===== src/hdl/cia_defines.svh =====
`ifndef CIA_DEFINES_SVH
`define CIA_DEFINES_SVH
`define CIA_ENC_ACK0      14'h3200
`define CIA_ENC_ACK1      14'h3300
`define CIA_ENC_GRP0EN    14'h3306
`define CIA_SPECIAL_1020  24'h0003FC
`define CIA_SPECIAL_1021  24'h0003FD
`define CIA_SPECIAL_1023  24'h0003FF
`define CIA_ID_HI_LSB     16
`define CIA_ID_WIDTH_16   3'h0
`define CIA_ID_WIDTH_24   3'h1
`define CIA_GRP0EN_BIT    0
`define CIA_GRP0EN_RESET  1'h0
`endif


===== src/hdl/cia_pkg.sv =====
package cia_pkg;
	typedef enum logic [1:0] {CIA_EL0, CIA_EL1, CIA_EL2, CIA_EL3} cia_el_t;
	typedef enum logic [2:0] {CIA_RES_OK, CIA_RES_UNDEF, CIA_RES_TRAP_EL2,
		CIA_RES_TRAP_EL3, CIA_RES_VIRTUAL} cia_result_t;
endpackage


===== src/hdl/cia_access_check.sv =====
`timescale 1ns/100ps
`include "cia_defines.svh"
// access screening for one system register access; combinational
module cia_access_check
(
	input  wire logic [13:0]          encoding,
	input  wire logic                 isWrite,
	input  wire cia_pkg::cia_el_t     el,
	input  wire logic                 nonSecure,
	input  wire logic [2:0]           sysregIfaceEnable,
	input  wire logic                 fiqRouteOverride,
	input  wire logic                 irqRouteOverride,
	input  wire logic                 trapAllGroup0,
	input  wire logic                 trapAllGroup1,
	input  wire logic                 trapCoproc12,
	input  wire logic                 monIrqRoute,
	input  wire logic                 monFiqRoute,
	input  wire logic                 el3Is64,
	output cia_pkg::cia_result_t      result,
	output logic                      mapped
);
	logic isAck0;
	logic isAck1;
	logic isEn0;
	logic nsEl1;
	always_comb
	begin
		isAck0 = (encoding == `CIA_ENC_ACK0) && !isWrite;
		isAck1 = (encoding == `CIA_ENC_ACK1) && !isWrite;
		isEn0  = (encoding == `CIA_ENC_GRP0EN);
		mapped = isAck0 || isAck1 || isEn0;
		nsEl1  = nonSecure && (el == cia_pkg::CIA_EL1);
		result = cia_pkg::CIA_RES_OK;
		// priority: undefined first, then traps, then redirection
		if (!mapped || el == cia_pkg::CIA_EL0)
			result = cia_pkg::CIA_RES_UNDEF;
		else if (!sysregIfaceEnable[el - 2'h1])
			result = cia_pkg::CIA_RES_UNDEF;
		else if (nsEl1 && trapCoproc12)
			result = cia_pkg::CIA_RES_TRAP_EL2;
		else if (nsEl1 && (isAck0 || isEn0) && trapAllGroup0)
			result = cia_pkg::CIA_RES_TRAP_EL2;
		else if (nsEl1 && isAck1 && trapAllGroup1)
			result = cia_pkg::CIA_RES_TRAP_EL2;
		else if (!nonSecure && el == cia_pkg::CIA_EL1 && isAck1 && monIrqRoute && el3Is64)
			result = cia_pkg::CIA_RES_TRAP_EL3;
		else if (el == cia_pkg::CIA_EL2 && isEn0 && monFiqRoute && el3Is64)
			result = cia_pkg::CIA_RES_TRAP_EL3;
		else if (nsEl1 && (isAck0 || isEn0) && fiqRouteOverride)
			result = cia_pkg::CIA_RES_VIRTUAL;
		else if (nsEl1 && isAck1 && irqRouteOverride)
			result = cia_pkg::CIA_RES_VIRTUAL;
	end
endmodule


===== src/hdl/cia_cpu_iface.sv =====
`timescale 1ns/100ps
`include "cia_defines.svh"
// Overview of operation
// - group 0 read returns highest pending ID
// - unobservable group 0 gives 1020/1021/1023
// - group 1 read returns and acknowledges ID
// - group 1 special value only 1023
// - ID width 16 or 24, reported
// - fiq override redirects ns EL1 group 0
// - irq override redirects ns EL1 group 1
// - acknowledge reads self-synchronise when masked
// - disabling group 0 releases pending interrupt
// - trap-all-group0 sends ns EL1 to EL2
// - trap-all-group1 sends ns EL1 to EL2
// - coproc12 trap sends ns EL1 to EL2
// - disabled sysreg interface makes access undefined
// - monitor irq route traps secure EL1
// - monitor fiq route traps EL2 enable
// - one register instance for both states
// - 32-bit group 0 enable register
// - enable bit 0, resets to 0
module cia_cpu_iface
(
	input  wire logic                 clock,
	input  wire logic                 arst_n,
	input  wire logic                 reqValid,
	input  wire logic [13:0]          reqEncoding,
	input  wire logic                 reqWrite,
	input  wire logic [31:0]          reqWdata,
	input  wire cia_pkg::cia_el_t     reqEl,
	input  wire logic                 reqNonSecure,
	input  wire logic                 reqIrqMasked,
	input  wire logic [2:0]           sysregIfaceEnable,
	input  wire logic                 fiqRouteOverride,
	input  wire logic                 irqRouteOverride,
	input  wire logic                 trapAllGroup0,
	input  wire logic                 trapAllGroup1,
	input  wire logic                 trapCoproc12,
	input  wire logic                 monIrqRoute,
	input  wire logic                 monFiqRoute,
	input  wire logic                 el3Is64,
	input  wire logic                 idWidth24,
	input  wire logic                 pendValid,
	input  wire logic [23:0]          pendId,
	input  wire logic                 pendGroup1,
	input  wire logic                 pendSignalable,
	input  wire logic                 pendAckable,
	input  wire logic [1:0]           pendSpecialReason,
	output logic                      respValid,
	output logic [31:0]               respRdata,
	output cia_pkg::cia_result_t      respResult,
	output logic                      respSync,
	output logic                      ackValid,
	output logic [23:0]               ackId,
	output logic                      releaseValid,
	output logic [23:0]               releaseId,
	output logic [2:0]                idWidthField,
	output logic                      group0Enable
);
	cia_pkg::cia_result_t checkResult;
	logic                 checkMapped;
	logic                 next_respValid;
	logic [31:0]          next_respRdata;
	cia_pkg::cia_result_t next_respResult;
	logic                 next_respSync;
	logic                 next_ackValid;
	logic [23:0]          next_ackId;
	logic                 next_releaseValid;
	logic [23:0]          next_releaseId;
	logic [2:0]           next_idWidthField;
	logic                 next_group0Enable;
	logic [23:0]          specialId;
	logic                 takeOk;
	logic                 isAck0;
	logic                 isAck1;
	logic                 observable;

	cia_access_check u_check
	(
		.encoding          (reqEncoding),
		.isWrite           (reqWrite),
		.el                (reqEl),
		.nonSecure         (reqNonSecure),
		.sysregIfaceEnable (sysregIfaceEnable),
		.fiqRouteOverride  (fiqRouteOverride),
		.irqRouteOverride  (irqRouteOverride),
		.trapAllGroup0     (trapAllGroup0),
		.trapAllGroup1     (trapAllGroup1),
		.trapCoproc12      (trapCoproc12),
		.monIrqRoute       (monIrqRoute),
		.monFiqRoute       (monFiqRoute),
		.el3Is64           (el3Is64),
		.result            (checkResult),
		.mapped            (checkMapped)
	);

	// clear the upper id bits when only 16 are implemented
	function automatic logic [23:0] trimId(input logic [23:0] id, input logic wide);
		trimId = wide ? id : {8'h00, id[`CIA_ID_HI_LSB-1:0]};
	endfunction

	always_comb
	begin
		takeOk     = reqValid && (checkResult == cia_pkg::CIA_RES_OK);
		isAck0     = reqEncoding == `CIA_ENC_ACK0 && !reqWrite;
		isAck1     = reqEncoding == `CIA_ENC_ACK1 && !reqWrite;
		// distributor reason code picks among the group 0 specials
		unique case (pendSpecialReason)
			2'h0: specialId = `CIA_SPECIAL_1020;
			2'h1: specialId = `CIA_SPECIAL_1021;
			default: specialId = `CIA_SPECIAL_1023;
		endcase
		observable = pendValid && pendSignalable && pendAckable;
		next_respValid    = reqValid;
		next_respResult   = checkResult;
		next_respRdata    = 32'h00000000;
		next_respSync     = 1'b0;
		next_ackValid     = 1'b0;
		next_ackId        = ackId;
		next_releaseValid = 1'b0;
		next_releaseId    = releaseId;
		next_idWidthField = idWidth24 ? `CIA_ID_WIDTH_24 : `CIA_ID_WIDTH_16;
		next_group0Enable = group0Enable;
		if (takeOk && isAck0)
		begin
			if (observable && !pendGroup1 && group0Enable)
			begin
				next_respRdata = {8'h00, trimId(pendId, idWidth24)};
				next_ackValid  = 1'b1;
				next_ackId     = trimId(pendId, idWidth24);
			end
			else
				next_respRdata = {8'h00, specialId};
			next_respSync = reqIrqMasked;
		end
		else if (takeOk && isAck1)
		begin
			if (observable && pendGroup1)
			begin
				next_respRdata = {8'h00, trimId(pendId, idWidth24)};
				next_ackValid  = 1'b1;
				next_ackId     = trimId(pendId, idWidth24);
			end
			else
				next_respRdata = {8'h00, `CIA_SPECIAL_1023};
			next_respSync = reqIrqMasked;
		end
		else if (takeOk && reqEncoding == `CIA_ENC_GRP0EN)
		begin
			// single copy, no banking by security state
			if (reqWrite)
				next_group0Enable = reqWdata[`CIA_GRP0EN_BIT];
			else
				next_respRdata = {31'h00000000, group0Enable};
		end
		// a falling enable hands a held group 0 interrupt back
		if (group0Enable && !next_group0Enable && pendValid && !pendGroup1)
		begin
			next_releaseValid = 1'b1;
			next_releaseId    = trimId(pendId, idWidth24);
		end
	end

	always_ff @(posedge clock or negedge arst_n)
	begin
		if (!arst_n)
		begin
			respValid    <= 1'b0;
			respRdata    <= 32'h00000000;
			respResult   <= cia_pkg::CIA_RES_OK;
			respSync     <= 1'b0;
			ackValid     <= 1'b0;
			ackId        <= 24'h000000;
			releaseValid <= 1'b0;
			releaseId    <= 24'h000000;
			idWidthField <= `CIA_ID_WIDTH_16;
			group0Enable <= `CIA_GRP0EN_RESET;
		end
		else
		begin
			respValid    <= next_respValid;
			respRdata    <= next_respRdata;
			respResult   <= next_respResult;
			respSync     <= next_respSync;
			ackValid     <= next_ackValid;
			ackId        <= next_ackId;
			releaseValid <= next_releaseValid;
			releaseId    <= next_releaseId;
			idWidthField <= next_idWidthField;
			group0Enable <= next_group0Enable;
		end
	end

	a_special_no_ack: assert property (@(posedge clock) disable iff (!arst_n)
		respValid && respRdata[23:0] >= 24'h0003FC && respRdata[23:0] <= 24'h0003FF
		|-> !ackValid)
		else $error("special id read acknowledged an interrupt");
	a_ack_matches_data: assert property (@(posedge clock) disable iff (!arst_n)
		ackValid |-> respValid && respRdata[23:0] == ackId && respResult == cia_pkg::CIA_RES_OK)
		else $error("acknowledge id differs from read data");
	a_narrow_id_zero: assert property (@(posedge clock) disable iff (!arst_n)
		$past(!idWidth24) && respValid && $past(reqEncoding != `CIA_ENC_GRP0EN)
		|-> respRdata[31:16] == 16'h0000)
		else $error("upper id bits set in 16-bit mode");
	a_ack1_special: assert property (@(posedge clock) disable iff (!arst_n)
		reqValid && !reqWrite && reqEncoding == `CIA_ENC_ACK1
		&& checkResult == cia_pkg::CIA_RES_OK && !(pendValid && pendGroup1
		&& pendSignalable && pendAckable) |=> respRdata == 32'h000003FF)
		else $error("group 1 special is not 1023");
	a_release_on_disable: assert property (@(posedge clock) disable iff (!arst_n)
		$fell(group0Enable) && $past(pendValid) && !$past(pendGroup1) |-> releaseValid)
		else $error("pending interrupt not released");
	a_enable_write: assert property (@(posedge clock) disable iff (!arst_n)
		reqValid && reqWrite && reqEncoding == `CIA_ENC_GRP0EN
		&& checkResult == cia_pkg::CIA_RES_OK |=> group0Enable == $past(reqWdata[0]))
		else $error("enable write not stored");
	a_trap_no_change: assert property (@(posedge clock) disable iff (!arst_n)
		reqValid && checkResult != cia_pkg::CIA_RES_OK |=> $stable(group0Enable) && !ackValid)
		else $error("refused access changed state");
	a_undef_no_iface: assert property (@(posedge clock) disable iff (!arst_n)
		reqValid && reqEl == cia_pkg::CIA_EL1 && !sysregIfaceEnable[0]
		|=> respValid && respResult == cia_pkg::CIA_RES_UNDEF)
		else $error("disabled interface not undefined");
	a_fiq_redirect: assert property (@(posedge clock) disable iff (!arst_n)
		reqValid && reqNonSecure && reqEl == cia_pkg::CIA_EL1 && fiqRouteOverride
		&& sysregIfaceEnable[0] && !trapCoproc12 && !trapAllGroup0
		&& reqEncoding == `CIA_ENC_GRP0EN |=> respResult == cia_pkg::CIA_RES_VIRTUAL)
		else $error("group 0 not redirected");
	a_sync_masked: assert property (@(posedge clock) disable iff (!arst_n)
		respSync |-> respValid && respResult == cia_pkg::CIA_RES_OK)
		else $error("sync flag without acknowledge read");
	a_ack0_returns_id: assert property (@(posedge clock) disable iff (!arst_n)
		reqValid && !reqWrite && reqEncoding == `CIA_ENC_ACK0
		&& checkResult == cia_pkg::CIA_RES_OK && group0Enable && !pendGroup1
		&& pendValid && pendSignalable && pendAckable
		|=> ackValid && respRdata[15:0] == $past(pendId[15:0]))
		else $error("group 0 acknowledge lost the pending id");
	a_ack0_special: assert property (@(posedge clock) disable iff (!arst_n)
		reqValid && !reqWrite && reqEncoding == `CIA_ENC_ACK0
		&& checkResult == cia_pkg::CIA_RES_OK
		&& !(pendValid && pendSignalable && pendAckable)
		|=> !ackValid && respRdata inside {32'h000003FC, 32'h000003FD, 32'h000003FF})
		else $error("group 0 special id out of range");
	a_reason_code: assert property (@(posedge clock) disable iff (!arst_n)
		reqValid && !reqWrite && reqEncoding == `CIA_ENC_ACK0
		&& checkResult == cia_pkg::CIA_RES_OK
		&& !pendAckable && pendSpecialReason == 2'h1
		|=> respRdata == 32'h000003FD)
		else $error("reason code did not select 1021");
	a_ack1_returns_id: assert property (@(posedge clock) disable iff (!arst_n)
		reqValid && !reqWrite && reqEncoding == `CIA_ENC_ACK1
		&& checkResult == cia_pkg::CIA_RES_OK && pendGroup1
		&& pendValid && pendSignalable && pendAckable
		|=> ackValid && respRdata[15:0] == $past(pendId[15:0]))
		else $error("group 1 acknowledge lost the pending id");
	a_narrow_ack_id: assert property (@(posedge clock) disable iff (!arst_n)
		ackValid && idWidthField == `CIA_ID_WIDTH_16 |-> ackId[23:16] == 8'h00)
		else $error("upper acknowledge id bits set in 16-bit mode");
	a_width_field: assert property (@(posedge clock) disable iff (!arst_n)
		idWidth24 |=> idWidthField == `CIA_ID_WIDTH_24)
		else $error("id width field does not report 24 bits");
	a_virtual_no_ack: assert property (@(posedge clock) disable iff (!arst_n)
		reqValid && checkResult == cia_pkg::CIA_RES_VIRTUAL
		|=> !ackValid && respRdata == 32'h00000000)
		else $error("redirected access touched the physical state");
	a_virtual_ack1: assert property (@(posedge clock) disable iff (!arst_n)
		reqValid && reqNonSecure && reqEl == cia_pkg::CIA_EL1 && irqRouteOverride
		&& sysregIfaceEnable[0] && !trapCoproc12 && !trapAllGroup1
		&& !reqWrite && reqEncoding == `CIA_ENC_ACK1
		|=> respResult == cia_pkg::CIA_RES_VIRTUAL)
		else $error("group 1 not redirected");
	a_sync_on_mask: assert property (@(posedge clock) disable iff (!arst_n)
		reqValid && reqIrqMasked && !reqWrite && checkResult == cia_pkg::CIA_RES_OK
		&& (reqEncoding == `CIA_ENC_ACK0 || reqEncoding == `CIA_ENC_ACK1)
		|=> respSync)
		else $error("masked acknowledge read not synchronised");
	a_release_id: assert property (@(posedge clock) disable iff (!arst_n)
		releaseValid |-> $fell(group0Enable) && !$past(pendGroup1)
		&& releaseId[15:0] == $past(pendId[15:0]))
		else $error("release without a falling enable");
	a_trap_all_group0_trap: assert property (@(posedge clock) disable iff (!arst_n)
		reqValid && reqNonSecure && reqEl == cia_pkg::CIA_EL1 && sysregIfaceEnable[0]
		&& !trapCoproc12 && trapAllGroup0
		&& ((reqEncoding == `CIA_ENC_ACK0 && !reqWrite) || reqEncoding == `CIA_ENC_GRP0EN)
		|=> respResult == cia_pkg::CIA_RES_TRAP_EL2)
		else $error("group 0 access not trapped");
	a_trap_all_group1_trap: assert property (@(posedge clock) disable iff (!arst_n)
		reqValid && reqNonSecure && reqEl == cia_pkg::CIA_EL1 && sysregIfaceEnable[0]
		&& !trapCoproc12 && trapAllGroup1 && !reqWrite && reqEncoding == `CIA_ENC_ACK1
		|=> respResult == cia_pkg::CIA_RES_TRAP_EL2)
		else $error("group 1 read not trapped");
	a_coproc12_trap: assert property (@(posedge clock) disable iff (!arst_n)
		reqValid && checkMapped && reqNonSecure && reqEl == cia_pkg::CIA_EL1
		&& sysregIfaceEnable[0] && trapCoproc12
		|=> respResult == cia_pkg::CIA_RES_TRAP_EL2)
		else $error("coprocessor trap not taken");
	a_unmapped_undef: assert property (@(posedge clock) disable iff (!arst_n)
		reqValid && !checkMapped
		|=> respValid && respResult == cia_pkg::CIA_RES_UNDEF)
		else $error("unmapped encoding not undefined");
	a_mon_irq_trap: assert property (@(posedge clock) disable iff (!arst_n)
		reqValid && !reqNonSecure && reqEl == cia_pkg::CIA_EL1 && sysregIfaceEnable[0]
		&& !reqWrite && reqEncoding == `CIA_ENC_ACK1 && monIrqRoute && el3Is64
		|=> respResult == cia_pkg::CIA_RES_TRAP_EL3)
		else $error("secure group 1 read not trapped to monitor");
	a_mon_fiq_trap: assert property (@(posedge clock) disable iff (!arst_n)
		reqValid && reqEl == cia_pkg::CIA_EL2 && sysregIfaceEnable[1]
		&& reqEncoding == `CIA_ENC_GRP0EN && monFiqRoute && el3Is64
		|=> respResult == cia_pkg::CIA_RES_TRAP_EL3)
		else $error("enable access not trapped to monitor");
	a_enable_hold: assert property (@(posedge clock) disable iff (!arst_n)
		!(reqValid && reqWrite && reqEncoding == `CIA_ENC_GRP0EN
		&& checkResult == cia_pkg::CIA_RES_OK) |=> $stable(group0Enable))
		else $error("enable changed without a write");
endmodule


===== config.mk =====
export PLATFORM = sky130hd
export DESIGN_NAME = cia_cpu_iface
export DESIGN_NICKNAME = d
export VERILOG_FILES = /design/src/hdl/cia_pkg.sv /design/src/hdl/cia_access_check.sv /design/src/hdl/cia_cpu_iface.sv
export VERILOG_INCLUDE_DIRS = /design/src /design/src/hdl
export SDC_FILE = /design/constraint.sdc
export NUM_CORES = 1
export LEC_CHECK = 0
export BUFFER_PORTS_ARGS = -buffer_cell sky130_fd_sc_hd__buf_2
export CORE_MARGIN = 2
export CORE_UTILIZATION = 35
export CTS_BUF_LIST = sky130_fd_sc_hd__clkbuf_8
export DETAILED_ROUTE_END_ITERATION = 16
export PLACE_DENSITY_LB_ADDON = 0.3
export SYNTH_ARGS = -nofsm -noshare
export SYNTH_HDL_FRONTEND = slang
export SYNTH_SLANG_ARGS = --single-unit

===== constraint.sdc =====
create_clock -name clock -period 5.8 [get_ports clock]
set_clock_uncertainty 0.15 [all_clocks]
set_input_delay 0.58 -clock clock [delete_from_list [all_inputs] [get_ports clock]]
set_output_delay 0.58 -clock clock [all_outputs]
set_load 0.02 [all_outputs]

==> impl_metrics.py <==
metrics = {
    "sta": {
        "slew_violations": 0,
        "fin_setup_tns_ns": 0,
        "setup_viol": 0,
        "layout_setup_ws_ns": 2.77,
        "fin_crit_ns": 3.03,
        "rsz0062_at_grt": "no",
        "hold_violations": 0,
        "fin_crit_sh_pct": 52.2,
        "relSlewSlack_pct": 32.7,
        "worst_slew_pin_slew_ns": 1.01,
        "fmax_ghz": 0.331,
    },
    "place": {
        "dp_hpwl_mm": 6.11,
        "numPortBuffers": 145,
        "gp_congestion": 0.862,
        "dp_slack_ns": 2.39,
    },
    "outcome": {
        "outcome": "finished, final reports clean",
    },
    "floorplanning": {
        "rows": 37,
        "design.portCount": 187,
        "die_y_um": 107,
        "fp.dieW_um": 107,
        "dieArea_um2": 11400,
        "core_um2": 10300,
        "initial_core_util_pct": 35.9,
    },
    "cts": {
        "cts_resized": 0,
        "root_buffer": "clkbuf_8",
        "cts_tree": "built",
        "clk_latency_ns": 0.34,
        "cts_setup_buffers": 0,
        "cts_max_level": 3,
        "ctsHoldBuffers": 0,
        "cts.sinks": 81,
        "clk_pin_slew_ns": 0.08,
        "cts_buffer_depth": 2,
        "cts_buffers": 9,
    },
    "critical_path": {
        "cpMaxStageDelayCell": "a2111o_2",
        "path_max_fanout": 24,
        "reg2reg_depth": 6,
        "crit_arrival_ns": 3.10,
        "critPathLaunchType": "input pin",
        "required_ns": 5.88,
        "crit_type": "in -> reg",
        "endpoint_kind": "flip-flop",
        "cp_cell_sequence": "buf_2 > inv_1 > ha_1 > mux2i_1 > mux2_2 > or3_1 > a2111o_2 > mux2_4",
        "cpPeakStageDelay_ns": 0.74,
    },
    "hold_path": {
        "min_path_type": "in -> async",
    },
    "global_routing": {
        "gr-total-overflow": 0,
        "grt.busiest_layer": "met2",
        "grt_util_all_layers_pct": 15.1,
        "use_met1_pct": 19.0,
        "grt_first_pass_wirelength_mm": 13.3,
        "first_global_vias": 2621,
        "grt_max_degree": 82,
        "use_met2_pct": 24.9,
        "antenna_found_initial": 0,
        "gr-usage-met3_pct": 3.89,
    },
    "layout": {
        "nets": 529,
        "diodes": 0,
        "register_area_um2": 2030,
        "nFillCells": 1013,
        "area_growth_pct": 27.2,
        "drive_gt1_share_pct": 48.0,
        "multiInputGateArea_um2": 1440,
    },
    "power_and_ir_drop": {
        "leakagePower_nw": 2.66,
        "vdd_drop_max_v": 0.0000972,
        "power_density_nw_per_um2": 236,
        "power_mw": 1.10,
    },
    "yosys": {
        "syn-cell-area_um2": 3690,
        "synth_warnings": 0,
        "synth_async_sr_flop_share_pct": 100,
        "ys_seq_area_share_pct": 55.0,
        "synthDistinctLibCells": 56,
        "synth-seq-cells": 81,
        "synthFlopType": "dfrtp_1",
        "postSynthCellCount": 286,
        "synth-edff-count": 0,
        "syn_area_per_cell_um2": 12.9,
    },
    "routing": {
        "wirelength_mm": 8.30,
        "drtIter0Drc": 98,
        "firstDrtPassIters": 4,
        "final_antenna_net_count": 0,
        "wl_per_cell_um": 14.5,
        "avgViaCountPerCell": 4.66,
        "via_count": 2659,
        "drc": 0,
    },
    "flow_run": {
        "cap_viol_max_count": 0,
    },
}
routing by layer:
layer	up-vias	wire [um]
met5	-	0
met4	0	115
met3	9	508
met2	95	4090
met1	1281	3590
li1	1274	-
placed cells by master (no fill, tap or decap), types with 5 or more instances in the layout:
cell	count
a21oi_1	6
and2_1	9
buf_2	144
clkbuf_8	11
conb_1	10
dfrtp_1	81
inv_1	21
mux2_2	20
mux2_4	12
mux2i_1	18
nand2_1	15
nand3_1	5
nor2_1	12
o21a_1	8
o21ai_0	5
metrics by stage:
stage          instance area, um2  hold WS, ns  cells  utilization, %
2_1_floorplan                3720        0.134    295               -
3_3_place_gp                 4460        0.327    555            43.4
5_1_grt                      4690        0.233    571            45.6
4_1_cts                      4690        0.227    571            45.6
3_5_place_dp                 4460        0.327    555            43.4
6_report                     4690        0.259    571            45.6
Yosys cell counts (all sizes together), types with 2 or more instances:
| master | instances | area, um2 |
|---|---|---|
| nand4 | 2 | 12.5 |
| inv | 22 | 82.6 |
| o21a | 8 | 60.1 |
| nor2 | 12 | 45.0 |
| nor3b | 2 | 15.0 |
| o2111ai | 2 | 30.0 |
| and2 | 9 | 56.3 |
| o21ai | 7 | 35.0 |
| a2111oi | 4 | 60.1 |
| buf | 20 | 171 |
| and3 | 4 | 30.0 |
| nor3 | 2 | 15.0 |
| a21oi | 6 | 30.0 |
| a32oi | 2 | 17.5 |
| a2111o | 2 | 22.5 |
| dfrtp | 81 | 2030 |
| nand3 | 5 | 25.0 |
| nand2 | 15 | 56.3 |
| clkbuf | 2 | 8.75 |
| mux2 | 34 | 428 |
| ha | 3 | 37.5 |
| mux2i | 18 | 180 |
| nor4 | 3 | 48.8 |
| or4 | 2 | 15.0 |
| nand4b | 2 | 17.5 |
| or3 | 2 | 17.5 |
worst max-delay path, delay by kind of cell:
family	cells	cell delay, ns
muxes	3	0.80
and+or+nand+nor	1	0.47
AOI/OAI and AO/OA	1	0.74
adders and majority gates	1	0.32
buffers and inverters	2	0.16
report_power, final:
| part | internal (mW) | total, mW | switching [mW] |
|---|---|---|---|
| Combinational | 0.0277 | 0.0782 | 0.0505 |
| Sequential | 0.565 | 0.565 | 0.000133 |
| Clock | 0.264 | 0.461 | 0.197 |
layout make-up:
cell class,instances,share of cell area [%]
flip-flops and latches,81,43.2
clock buffers,11,3.23
well taps,136,3.63
inverters,22,1.76
repair buffers,146,15.7
clock inverters,5,1.66
multi-input cells,170,30.8
sequential cells by signal, indices dropped and copies added, names as in the netlist:
| name | flops |
|---|---|
| ackId | 24 |
| ackValid | 1 |
| group0Enable | 1 |
| idWidthField | 1 |
| releaseId | 24 |
| releaseValid | 1 |
| respRdata | 24 |
| respResult | 3 |
| respSync | 1 |
| respValid | 1 |
kinds of logic after synthesis:
group | synth area share (%)
and+or+nand+nor | 10.6
adders and majority gates | 1.02
other | 0.102
buffers and inverters | 7.13
AOI/OAI and AO/OA | 9.71
muxes | 16.5
DFF | 55.0
path summary, 6_finish.rpt:
path | from | endpoint | slack [ns]
worst min register to register | ackId[9]$_DFFE_PN0P_ | ackId[9]$_DFFE_PN0P_ | 0.34
worst min-delay path | arst_n | releaseId[12]$_DFFE_PN0P_ | 0.26
worst max register to register | group0Enable$_DFF_PN0_ | ackId[9]$_DFFE_PN0P_ | 3.12
max in group asynchronous | arst_n | respResult[0]$_DFF_PN0_ | 4.60
worst max-delay path | reqEl[0] | releaseId[14]$_DFFE_PN0P_ | 2.77
min in group clock | reqValid | respValid$_DFF_PN0_ | 0.26
Power figures use the tool's default switching activity.
